`config.mk`:
```
export PLATFORM = sky130hd
export DESIGN_NAME = tcb_top
export DESIGN_NICKNAME = d
export VERILOG_FILES = /design/src/logic/tcb_pkg.sv /design/src/logic/tcb_pin_drv.sv /design/src/logic/tcb_top.sv
export SDC_FILE = /design/constraint.sdc
export NUM_CORES = 1
export LEC_CHECK = 0
export ABC_AREA = 0
export BUFFER_PORTS_ARGS = -buffer_cell sky130_fd_sc_hd__buf_4
export CAP_MARGIN = 40
export CORE_UTILIZATION = 35
export CTS_CLUSTER_SIZE = 16
export DETAILED_ROUTE_END_ITERATION = 6
export HOLD_SLACK_MARGIN = 0.12
export SYNTH_ARGS = -nofsm -noshare
export SYNTH_HDL_FRONTEND = slang
export SYNTH_SLANG_ARGS = --single-unit
```
`constraint.sdc`:
```
create_clock -name mclk -period 2.65 [get_ports mclk]
set_clock_uncertainty 0.15 [all_clocks]
set_input_delay 0.1325 -clock mclk [delete_from_list [all_inputs] [get_ports mclk]]
set_output_delay 0.1325 -clock mclk [all_outputs]
set_load 0.02 [all_outputs]
```
`src/logic/tcb_pkg.sv`:
```
// ----------------------------------------
// shared constants for compare-b output block
// ----------------------------------------
`default_nettype none
package tcb_pkg;
    // bus and data widths
    localparam int ADDR_W = 4;
    localparam int DATA_W = 8;
    localparam int CNT_W  = 10;
    localparam int NPIN   = 3;

    // register offsets
    localparam logic [3:0] OFS_CTRL   = 4'h0;
    localparam logic [3:0] OFS_RUN    = 4'h1;
    localparam logic [3:0] OFS_CNT_LO = 4'h2;
    localparam logic [3:0] OFS_CNT_HI = 4'h3;
    localparam logic [3:0] OFS_CA_LO  = 4'h4;
    localparam logic [3:0] OFS_CA_HI  = 4'h5;
    localparam logic [3:0] OFS_CB_LO  = 4'h6;
    localparam logic [3:0] OFS_CB_HI  = 4'h7;

    // control register field positions
    localparam int CTL_MODE_HI = 7;
    localparam int CTL_MODE_LO = 6;
    localparam int CTL_ACT_HI  = 5;
    localparam int CTL_ACT_LO  = 4;
    localparam int CTL_INIT    = 3;
    localparam int CTL_INV     = 2;
    localparam int CTL_ALN_HI  = 1;
    localparam int CTL_ALN_LO  = 0;
    localparam int RUN_BIT     = 0;

    // reset values and counter limits
    localparam logic [7:0] BYTE_RST = 8'h00;
    localparam logic [9:0] CNT_RST  = 10'h000;
    localparam logic [9:0] CNT_MAX  = 10'h3FF;
    localparam logic [9:0] CNT_ONE  = 10'h001;
    localparam logic [5:0] HI_PAD   = 6'h00;

    // pin action codes on a match
    localparam logic [1:0] ACT_NONE = 2'h0;
    localparam logic [1:0] ACT_LOW  = 2'h1;
    localparam logic [1:0] ACT_HIGH = 2'h2;
    localparam logic [1:0] ACT_TOG  = 2'h3;

    // pwm alignment codes
    localparam logic [1:0] ALN_EDGE = 2'h0;
    localparam logic [1:0] ALN_UP   = 2'h1;
    localparam logic [1:0] ALN_DN   = 2'h2;
    localparam logic [1:0] ALN_BOTH = 2'h3;

    // operating mode of comparator b
    typedef enum logic [1:0] {
        MODE_CMP = 2'b00,
        MODE_CAP = 2'b01,
        MODE_PWM = 2'b10,
        MODE_TMR = 2'b11
    } tcb_mode_t;

    // does a match count in this counting direction
    function automatic logic tcb_dir_ok(input logic [1:0] aln, input logic down);
        unique case (aln)
            ALN_UP:  tcb_dir_ok = ~down;
            ALN_DN:  tcb_dir_ok = down;
            default: tcb_dir_ok = 1'b1;
        endcase
    endfunction
endpackage
`default_nettype wire

```
`src/logic/tcb_pin_drv.sv`:
```
`timescale 1ns/1ps
`default_nettype none
// ----------------------------------------
// output pin driver for comparator b
// ----------------------------------------
module tcb_pin_drv (
    input  wire logic                  mclk,
    input  wire logic                  reset,
    input  wire tcb_pkg::tcb_mode_t    mode,
    input  wire logic [1:0]            action,
    input  wire logic                  init_lvl,
    input  wire logic                  invert,
    input  wire logic                  run,
    input  wire logic                  run_rise,
    input  wire logic                  match_b,
    input  wire logic                  pwm_on,
    output logic [tcb_pkg::NPIN-1:0]   pin_r,
    output logic                       oe_n_r
);
    logic raw_r;   // level before polarity
    logic raw_nxt;

    // ----------------------------------------
    // next raw level
    // ----------------------------------------
    always_comb begin
        raw_nxt = raw_r;
        if (mode == tcb_pkg::MODE_CMP) begin
            if (run_rise) begin
                raw_nxt = init_lvl;
            end else if (match_b) begin
                unique case (action)
                    tcb_pkg::ACT_LOW:  raw_nxt = 1'b0;
                    tcb_pkg::ACT_HIGH: raw_nxt = 1'b1;
                    tcb_pkg::ACT_TOG:  raw_nxt = ~raw_r;
                    default:           raw_nxt = raw_r;
                endcase
            end
        end else if (mode == tcb_pkg::MODE_PWM) begin
            raw_nxt = (run && pwm_on) ? init_lvl : ~init_lvl;
        end
    end

    // raw level store; capture and timer modes just hold
    always_ff @(posedge mclk or posedge reset) begin
        if (reset) begin
            raw_r <= 1'b0;
        end else begin
            raw_r <= raw_nxt;
        end
    end

    // ----------------------------------------
    // pins, one flop each
    // ----------------------------------------
    genvar gi;
    generate
        for (gi = 0; gi < tcb_pkg::NPIN; gi++) begin : g_pin
            always_ff @(posedge mclk or posedge reset) begin
                if (reset) begin
                    pin_r[gi] <= 1'b0;
                end else if (mode == tcb_pkg::MODE_CMP || mode == tcb_pkg::MODE_PWM) begin
                    pin_r[gi] <= raw_nxt ^ invert;
                end
            end
        end
    endgenerate

    // pins released in timer and capture modes
    always_ff @(posedge mclk or posedge reset) begin
        if (reset) begin
            oe_n_r <= 1'b1;
        end else begin
            oe_n_r <= ~(mode == tcb_pkg::MODE_CMP || mode == tcb_pkg::MODE_PWM);
        end
    end
endmodule
`default_nettype wire

```
`src/logic/tcb_top.sv`:
```
// Decided for this implementation: the address-and-strobe port and the register offsets.
`timescale 1ns/1ps
`default_nettype none
module tcb_top (
    input  wire logic                        mclk,
    input  wire logic                        reset,
    input  wire logic [tcb_pkg::ADDR_W-1:0]  reg_addr,
    input  wire logic [tcb_pkg::DATA_W-1:0]  reg_wdata,
    input  wire logic                        reg_wr,
    input  wire logic                        reg_rd,
    output logic      [tcb_pkg::DATA_W-1:0]  reg_rdata,
    output logic                             second_out_pin_0,
    output logic                             second_out_pin_1,
    output logic                             second_out_pin_2,
    output logic                             second_out_oe_n
);
    // ----------------------------------------
    // state
    // ----------------------------------------
    logic [7:0]                 ctrl_r;     // second_control_reg
    logic                       run_r;      // timer_run
    logic                       run_d_r;    // run delayed for edge
    logic [tcb_pkg::CNT_W-1:0]  cnt_r;      // live counter
    logic                       dir_r;      // 1 while counting down
    logic [tcb_pkg::CNT_W-1:0]  cmp_a_r;    // first_compare_value
    logic [tcb_pkg::CNT_W-1:0]  cmp_b_r;    // second_compare_value
    logic [7:0]                 rdata_r;    // read answer
    logic [tcb_pkg::NPIN-1:0]   pin_w;      // pin flops in driver

    // decoded control fields, run edge and match/duty flags
    tcb_pkg::tcb_mode_t mode;
    logic [1:0]         action;
    logic [1:0]         align;
    logic               run_rise;
    logic               centre;
    logic               match_b;
    logic               pwm_on;

    assign mode   = tcb_pkg::tcb_mode_t'(ctrl_r[tcb_pkg::CTL_MODE_HI:tcb_pkg::CTL_MODE_LO]);
    assign action = ctrl_r[tcb_pkg::CTL_ACT_HI:tcb_pkg::CTL_ACT_LO];
    assign align  = ctrl_r[tcb_pkg::CTL_ALN_HI:tcb_pkg::CTL_ALN_LO];
    assign run_rise = run_r & ~run_d_r;
    // centre counting only applies in pwm mode
    assign centre = (mode == tcb_pkg::MODE_PWM) && (align != tcb_pkg::ALN_EDGE);
    assign match_b = run_r && (cnt_r == cmp_b_r) && tcb_pkg::tcb_dir_ok(align, dir_r);
    // duty comparison; an up/down count makes it centred
    assign pwm_on = cnt_r < cmp_b_r;

    // ----------------------------------------
    // register writes
    // ----------------------------------------
    // control byte and run bit
    always_ff @(posedge mclk or posedge reset) begin
        if (reset) begin
            ctrl_r <= tcb_pkg::BYTE_RST;
            run_r  <= 1'b0;
        end else if (reg_wr) begin
            if (reg_addr == tcb_pkg::OFS_CTRL) begin
                ctrl_r <= reg_wdata;
            end
            if (reg_addr == tcb_pkg::OFS_RUN) begin
                run_r <= reg_wdata[tcb_pkg::RUN_BIT];
            end
        end
    end

    // run delay for rising edge
    always_ff @(posedge mclk or posedge reset) begin
        if (reset) begin
            run_d_r <= 1'b0;
        end else begin
            run_d_r <= run_r;
        end
    end

    // compare values; only bits 9:8 kept in high bytes
    always_ff @(posedge mclk or posedge reset) begin
        if (reset) begin
            cmp_a_r <= tcb_pkg::CNT_RST;
            cmp_b_r <= tcb_pkg::CNT_RST;
        end else if (reg_wr) begin
            unique case (reg_addr)
                tcb_pkg::OFS_CA_LO: cmp_a_r[7:0] <= reg_wdata;
                tcb_pkg::OFS_CA_HI: cmp_a_r[9:8] <= reg_wdata[1:0];
                tcb_pkg::OFS_CB_LO: cmp_b_r[7:0] <= reg_wdata;
                tcb_pkg::OFS_CB_HI: cmp_b_r[9:8] <= reg_wdata[1:0];
                default: ;
            endcase
        end
    end

    // ----------------------------------------
    // counter
    // ----------------------------------------
    // bus never touches counter
    always_ff @(posedge mclk or posedge reset) begin
        if (reset) begin
            cnt_r <= tcb_pkg::CNT_RST;
            dir_r <= 1'b0;
        end else if (run_rise) begin
            // restart from zero, counting up
            cnt_r <= tcb_pkg::CNT_RST;
            dir_r <= 1'b0;
        end else if (run_r) begin
            if (!centre) begin
                // edge count wraps at the top
                cnt_r <= cnt_r + tcb_pkg::CNT_ONE;
                dir_r <= 1'b0;
            end else if (!dir_r) begin
                // going up; turn at the top
                if (cnt_r == tcb_pkg::CNT_MAX) begin
                    dir_r <= 1'b1;
                    cnt_r <= cnt_r - tcb_pkg::CNT_ONE;
                end else begin
                    cnt_r <= cnt_r + tcb_pkg::CNT_ONE;
                end
            end else begin
                // going down; turn at zero
                if (cnt_r == tcb_pkg::CNT_RST) begin
                    dir_r <= 1'b0;
                    cnt_r <= cnt_r + tcb_pkg::CNT_ONE;
                end else begin
                    cnt_r <= cnt_r - tcb_pkg::CNT_ONE;
                end
            end
        end
    end

    // ----------------------------------------
    // register reads
    // ----------------------------------------
    // data valid only in the cycle after the strobe
    always_ff @(posedge mclk or posedge reset) begin
        if (reset) begin
            rdata_r <= tcb_pkg::BYTE_RST;
        end else if (reg_rd) begin
            unique case (reg_addr)
                tcb_pkg::OFS_CTRL:   rdata_r <= ctrl_r;
                tcb_pkg::OFS_RUN:    rdata_r <= {7'h00, run_r};
                tcb_pkg::OFS_CNT_LO: rdata_r <= cnt_r[7:0];
                tcb_pkg::OFS_CNT_HI: rdata_r <= {tcb_pkg::HI_PAD, cnt_r[9:8]};
                tcb_pkg::OFS_CA_LO:  rdata_r <= cmp_a_r[7:0];
                tcb_pkg::OFS_CA_HI:  rdata_r <= {tcb_pkg::HI_PAD, cmp_a_r[9:8]};
                tcb_pkg::OFS_CB_LO:  rdata_r <= cmp_b_r[7:0];
                tcb_pkg::OFS_CB_HI:  rdata_r <= {tcb_pkg::HI_PAD, cmp_b_r[9:8]};
                default:             rdata_r <= tcb_pkg::BYTE_RST;
            endcase
        end else begin
            rdata_r <= tcb_pkg::BYTE_RST;
        end
    end

    assign reg_rdata = rdata_r;

    // ----------------------------------------
    // pin driver
    // ----------------------------------------
    // pwm relies on software codes
    tcb_pin_drv u_drv (
        .mclk     (mclk),
        .reset    (reset),
        .mode     (mode),
        .action   (action),
        .init_lvl (ctrl_r[tcb_pkg::CTL_INIT]),
        .invert   (ctrl_r[tcb_pkg::CTL_INV]),
        .run      (run_r),
        .run_rise (run_rise),
        .match_b  (match_b),
        .pwm_on   (pwm_on),
        .pin_r    (pin_w),
        .oe_n_r   (second_out_oe_n)
    );

    assign second_out_pin_0 = pin_w[0];
    assign second_out_pin_1 = pin_w[1];
    assign second_out_pin_2 = pin_w[2];
endmodule
`default_nettype wire

```
After elaboration in Yosys (flattened, before gate mapping). Index checks and enable logic that the tools add are counted.

Register bits after elaboration: 52. Input bits: 16. Output and inout port bits: 12.

Add/subtract/negate cells: 2. Magnitude comparators: 1. Eq/ne operators: 15. Mux-type cells: 21. Bitwise gates (word level): 7. Reduce and logical (&&, ||, !) cells: 16.

Operators with widths (number): case mux 8 bit (8 select lines) (1); two-way mux 10 bit (6); equality test 4 x 3 -> 1 bit, second input constant (4); AND reduction 2 bit (6); two-way mux 1 bit (11); adder 10 x 1 -> 10 bit, second input constant (1); equality test 10 bit (1); equality test 10 bit, second input constant (1); zero test 10 bit (1); < comparator 10 bit (1); subtractor 10 x 1 -> 10 bit, second input constant (1); equality test 2 bit, second input constant (4); equality test 4 x 2 -> 1 bit, second input constant (2); two-way mux 8 bit (1); NOT 1 bit (5); equality test 2 x 1 -> 1 bit, second input constant (2); equality test 4 x 1 -> 1 bit, second input constant (1); logical AND 1 bit (4); zero test 4 bit (1); nonzero test 2 bit (2); case mux 1 bit (3 select lines) (1); zero test 2 bit (1); case mux 1 bit (2 select lines) (1); AND 1 bit (1); other kinds (2) (2).

Logic depth before layout (Yosys ltp).
Depth after elaboration: 7. Gate-level depth with buffers: 9. Gate-level depth less buffers: 8.

Cells and area by module. A second synthesis with hierarchy kept.

Cells, all modules: 292. Area total of the unflattened synthesis: 3051.7 sq um.

Modules (own cells, without submodules): tcb_top (instances 1, cells an instance 271, area an instance 2859.0 sq um, seq. area each 1226.2 sq um); tcb_pin_drv (instances 1, cells an instance 21, area an instance 192.7 sq um, seq. area each 76.3 sq um).

Least setup slack after synthesis. Ideal clock, no wire load.

Path kind: flip-flop to flip-flop. Start: register cnt_r[2] in the netlist's numbering. End: register cnt_r[5] in the netlist's numbering. Setup time: 0.121 ns. Data arrival time: 2.092 ns. Slack: 0.288 ns. Cell stages (with the launch flop): 9. Buffers on the path: 2. Clock period less this slack: 2.362 ns. Path through: dfrtp_1 -> buf_6 -> or3_4 -> o41ai_4 -> o21a_1 -> buf_6 -> mux2i_1 -> o21ai_1 -> a22o_1.

Longest elaborated chain between the ends: 6. Elaborated cells on any way between the ends: 10.

RTL lines: start: declaration (line tcb_top.sv:23) `logic [tcb_pkg::CNT_W-1:0] cnt_r;`; start signal: assignment (line tcb_top.sv:98) `cnt_r <= tcb_pkg::CNT_RST;`; start signal: assignment (line tcb_top.sv:102) `cnt_r <= tcb_pkg::CNT_RST;`; start signal: assignment (line tcb_top.sv:107) `cnt_r <= cnt_r + tcb_pkg::CNT_ONE;`; adder 10 x 1 -> 10 bit, or another cell as far along (line tcb_top.sv:107, tcb_top.sv:115, tcb_top.sv:121); two-way mux 10 bit, on equally long branches (line tcb_top.sv:111, tcb_top.sv:119); two-way mux 10 bit (line tcb_top.sv:109) `end else if (!dir_r) begin`; two-way mux 10 bit (*) (line tcb_top.sv:105) `if (!centre) begin`; two-way mux 10 bit (*) (line tcb_top.sv:104) `end else if (run_r) begin`; two-way mux 10 bit (*) (line tcb_top.sv:100) `end else if (run_rise) begin`.

Every way passes the cells marked *; elsewhere a longest branch is shown, timed or not. The select of a mux whose other input is x is not followed. A chain may end at the register's enable or synchronous reset.

Worst setup path after layout.
Start: register cnt_r[5] in the netlist's numbering. End: register u_drv.pin_r[2] in the netlist's numbering.

Longest elaborated chain between the ends: 7. Elaborated cells on any way between the ends: 11.

RTL lines: parallel branches: the longest is 5 deep, another holds < comparator 10 bit; two-way mux 1 bit (*) (line tcb_pin_drv.sv:28) `if (mode == tcb_pkg::MODE_CMP) begin`; bitwise XOR 1 bit (*) (line tcb_pin_drv.sv:63) `pin_r[gi] <= raw_nxt ^ invert;`; end signal: indexed assignment (line tcb_pin_drv.sv:63); end: declaration (line tcb_pin_drv.sv:17) `output logic [tcb_pkg::NPIN-1:0] pin_r,`.

Every way passes the cells marked *.

==> metrics.cfg <==
[status]
status=completed

[synth]
ys_warn_count=0
syn-cell-area_um2=3010
synth_cell_type_count=51
synth.avg_cell_area_um2=10.6
synth-seq-cells=52
synth.yosys.seq_area_share_pct=43.3
syn_nets=316
synthFlopType=dfrtp_1
synth_cells=284
async_reset_ff_share_pct=100
synth_edf_count=0

[routing]
first_pass_iters=4
wire_per_inst_um=16.3
ant_nets=0
dr.first_iter.drc_count=129
vias=2330
wl_mm=7.17
drt_drc_violations_left=0
via_per_inst=5.30

[cells_and_area]
fillCellCount=806
multi_input_comb_area_um2=1540
final_cell_mix=dfrtp_1, buf_4, mux2_2
seqCellArea_um2=1300
fin_area_um2=3630
area_growth_pct=20.6
drive_gt1_share_pct=27.5
final_nets=366
mostFrequentLayoutCell=dfrtp_1
antenna-diode-count=0
final_util_pct=43.9

[timing]
final_hold_viol_count=0
slew_viol_final=0
finalSetupTns_ns=0
setup_ws_ns=0.220
period_needed_ns=2.43
worstMarginPinSlew_ns=0.624
post-route-period-util_pct=91.7
relSlewSlack_pct=58.0
setup-violations-final=0
fmax_mhz=412

[clock_tree]
clk_pin_slew_ns=0.10
cts_buffer_depth=2
tritoncts=done
insertion_delay_ns=0.31
cts.htree.levels=2
cts_sinks=52
root_buffer=clkbuf_8
cts_buffers=5

[die]
die_h_um=94.7
dieArea_um2=8970
die_w_um=94.7
initial_core_util_pct=36.4
io_pins=28
num_rows=33
core_um2=8260

[worst_setup_path]
cp.required_ns=2.70
r2r_setup_slack_ns=0.22
start_kind=flip-flop
cp-end-kind=flip-flop
cp_max_fo=7
crit_arrival_ns=2.48
critical_path_class=reg2reg

[power]
powerDensity_nw_per_um2=687
p_leak_nw=1.65
power_mw=2.49
ir_drop_mv=0.277

[run]
drv_cap=0

[hold_path]
hold_path.class=in2reg

[global_routing]
grt_use_total_pct=16.8
overflow=0
grt_max_degree=27
grt_first_pass_wirelength_mm=11.5
antenna_found_initial=0
grt_pass1_vias=2276

[placement]
hpwl_mm=5.29
dpl_worst_slack_ns=0.168
gp_congestion=0.851
io_buffers=27
place_area_um2=3380

-- critical path, cell delays in order, from the launching register on --
cell and delay, ns:
dfrtp_1 0.39, buf_4 0.16, ha_1 0.32, a21oi_1 0.17, o21ai_0 0.11, a211oi_1 0.32
mux2_2 0.40, o311a_1 0.29
-- area by class of cell --
class                   instances  share of cell area (%)
well taps                     105                    3.62
clock buffers                   6                    2.28
flip-flops and latches         52                    35.9
inverters                      26                    2.69
repair buffers                 56                    12.6
clock inverters                 2                   0.414
multi-input cells             193                    42.6
-- metal layers --
metal,global-route usage (%),vias up,share of wire (%)
met5,0,-,0
met4,4.29,0,0.95
met3,2.74,7,3.3
met2,27.8,50,47
met1,22.8,1150,49
li1,-,1123,-
-- registers in the layout (all words and copies together) (netlist names) --
name	flops
cmp_a_r	10
cmp_b_r	10
cnt_r	10
ctrl_r	8
reg_rdata	8
dir_r	1
run_d_r	1
run_r	1
u_drv.oe_n_r	1
u_drv.pin_r	1
u_drv.raw_r	1
-- report_power, final --
part | switching (mW) | total, mW | internal, mW
Combinational | 0.485 | 0.925 | 0.440
Clock | 0.275 | 0.487 | 0.212
Sequential | 0.132 | 1.08 | 0.950
-- repair_timing --
action,CTS,global route
gates resized for setup,0,2
hold buffers,14,0
hold endpoints to repair,83,0
setup endpoints to repair,0,3
setup buffers,0,0
-- worst paths after layout --
check | startpoint | end | depth (start not counted)
worst max-delay path | cnt_r[5]$_DFFE_PP0P_ | u_drv.pin_r[2]$_DFFE_PP0N_ | 7
worst min-delay path | reg_rd | reg_rdata[0]$_DFF_PP0_ | 3
worst max register to register | cnt_r[5]$_DFFE_PP0P_ | u_drv.pin_r[2]$_DFFE_PP0N_ | 7
worst min register to register | cmp_a_r[8]$_DFFE_PP0P_ | cmp_a_r[8]$_DFFE_PP0P_ | 1
max in group asynchronous | reset | u_drv.oe_n_r$_DFF_PP1_ | 5
min in group asynchronous | reset | cmp_b_r[1]$_DFFE_PP0P_ | 4
-- synth_stat cells, drive strengths merged (2+ instances only) --
master	n	area, um^2
a22oi	7	52.6
xnor2	2	17.5
nor3b	2	15.0
and3	2	12.5
a21oi	14	70.1
or3	7	53.8
a31oi	2	12.5
mux2i	6	60.1
inv	26	97.6
nor3	9	45.0
a211oi	4	30.0
nand4b	2	17.5
nand4	3	18.8
mux2	35	394
mux4	3	67.6
dfrtp	51	1280
buf	5	41.3
clkbuf	8	30.0
nor4	3	18.8
nand2b	6	37.5
nand2	20	75.1
o2bb2ai	2	17.5
nor2	9	33.8
o311a	2	20.0
ha	16	200
o21ai	12	60.1
nand3	5	25.0
o21a	2	15.0
nor2b	2	12.5
-- logic make-up after synthesis --
group,Yosys count,share of synthesized area [%]
AOI/OAI and AO/OA,56,13.0
xor gates and xnor gates,3,0.874
adders and majority gates,16,6.66
buffers and inverters,39,5.62
DFF,52,43.3
muxes,44,17.3
and+or+nand+nor,74,13.2
-- per-stage QoR --
step | hold WS [ns] | std cells
finish | 0.167 | 440
global route | 0.187 | 440
CTS | 0.166 | 440
detailed placement | -0.129 | 418
global placement | -0.130 | 418
floorplan | 0.0993 | 284
No activity file was read; power rests on OpenSTA's default activity.
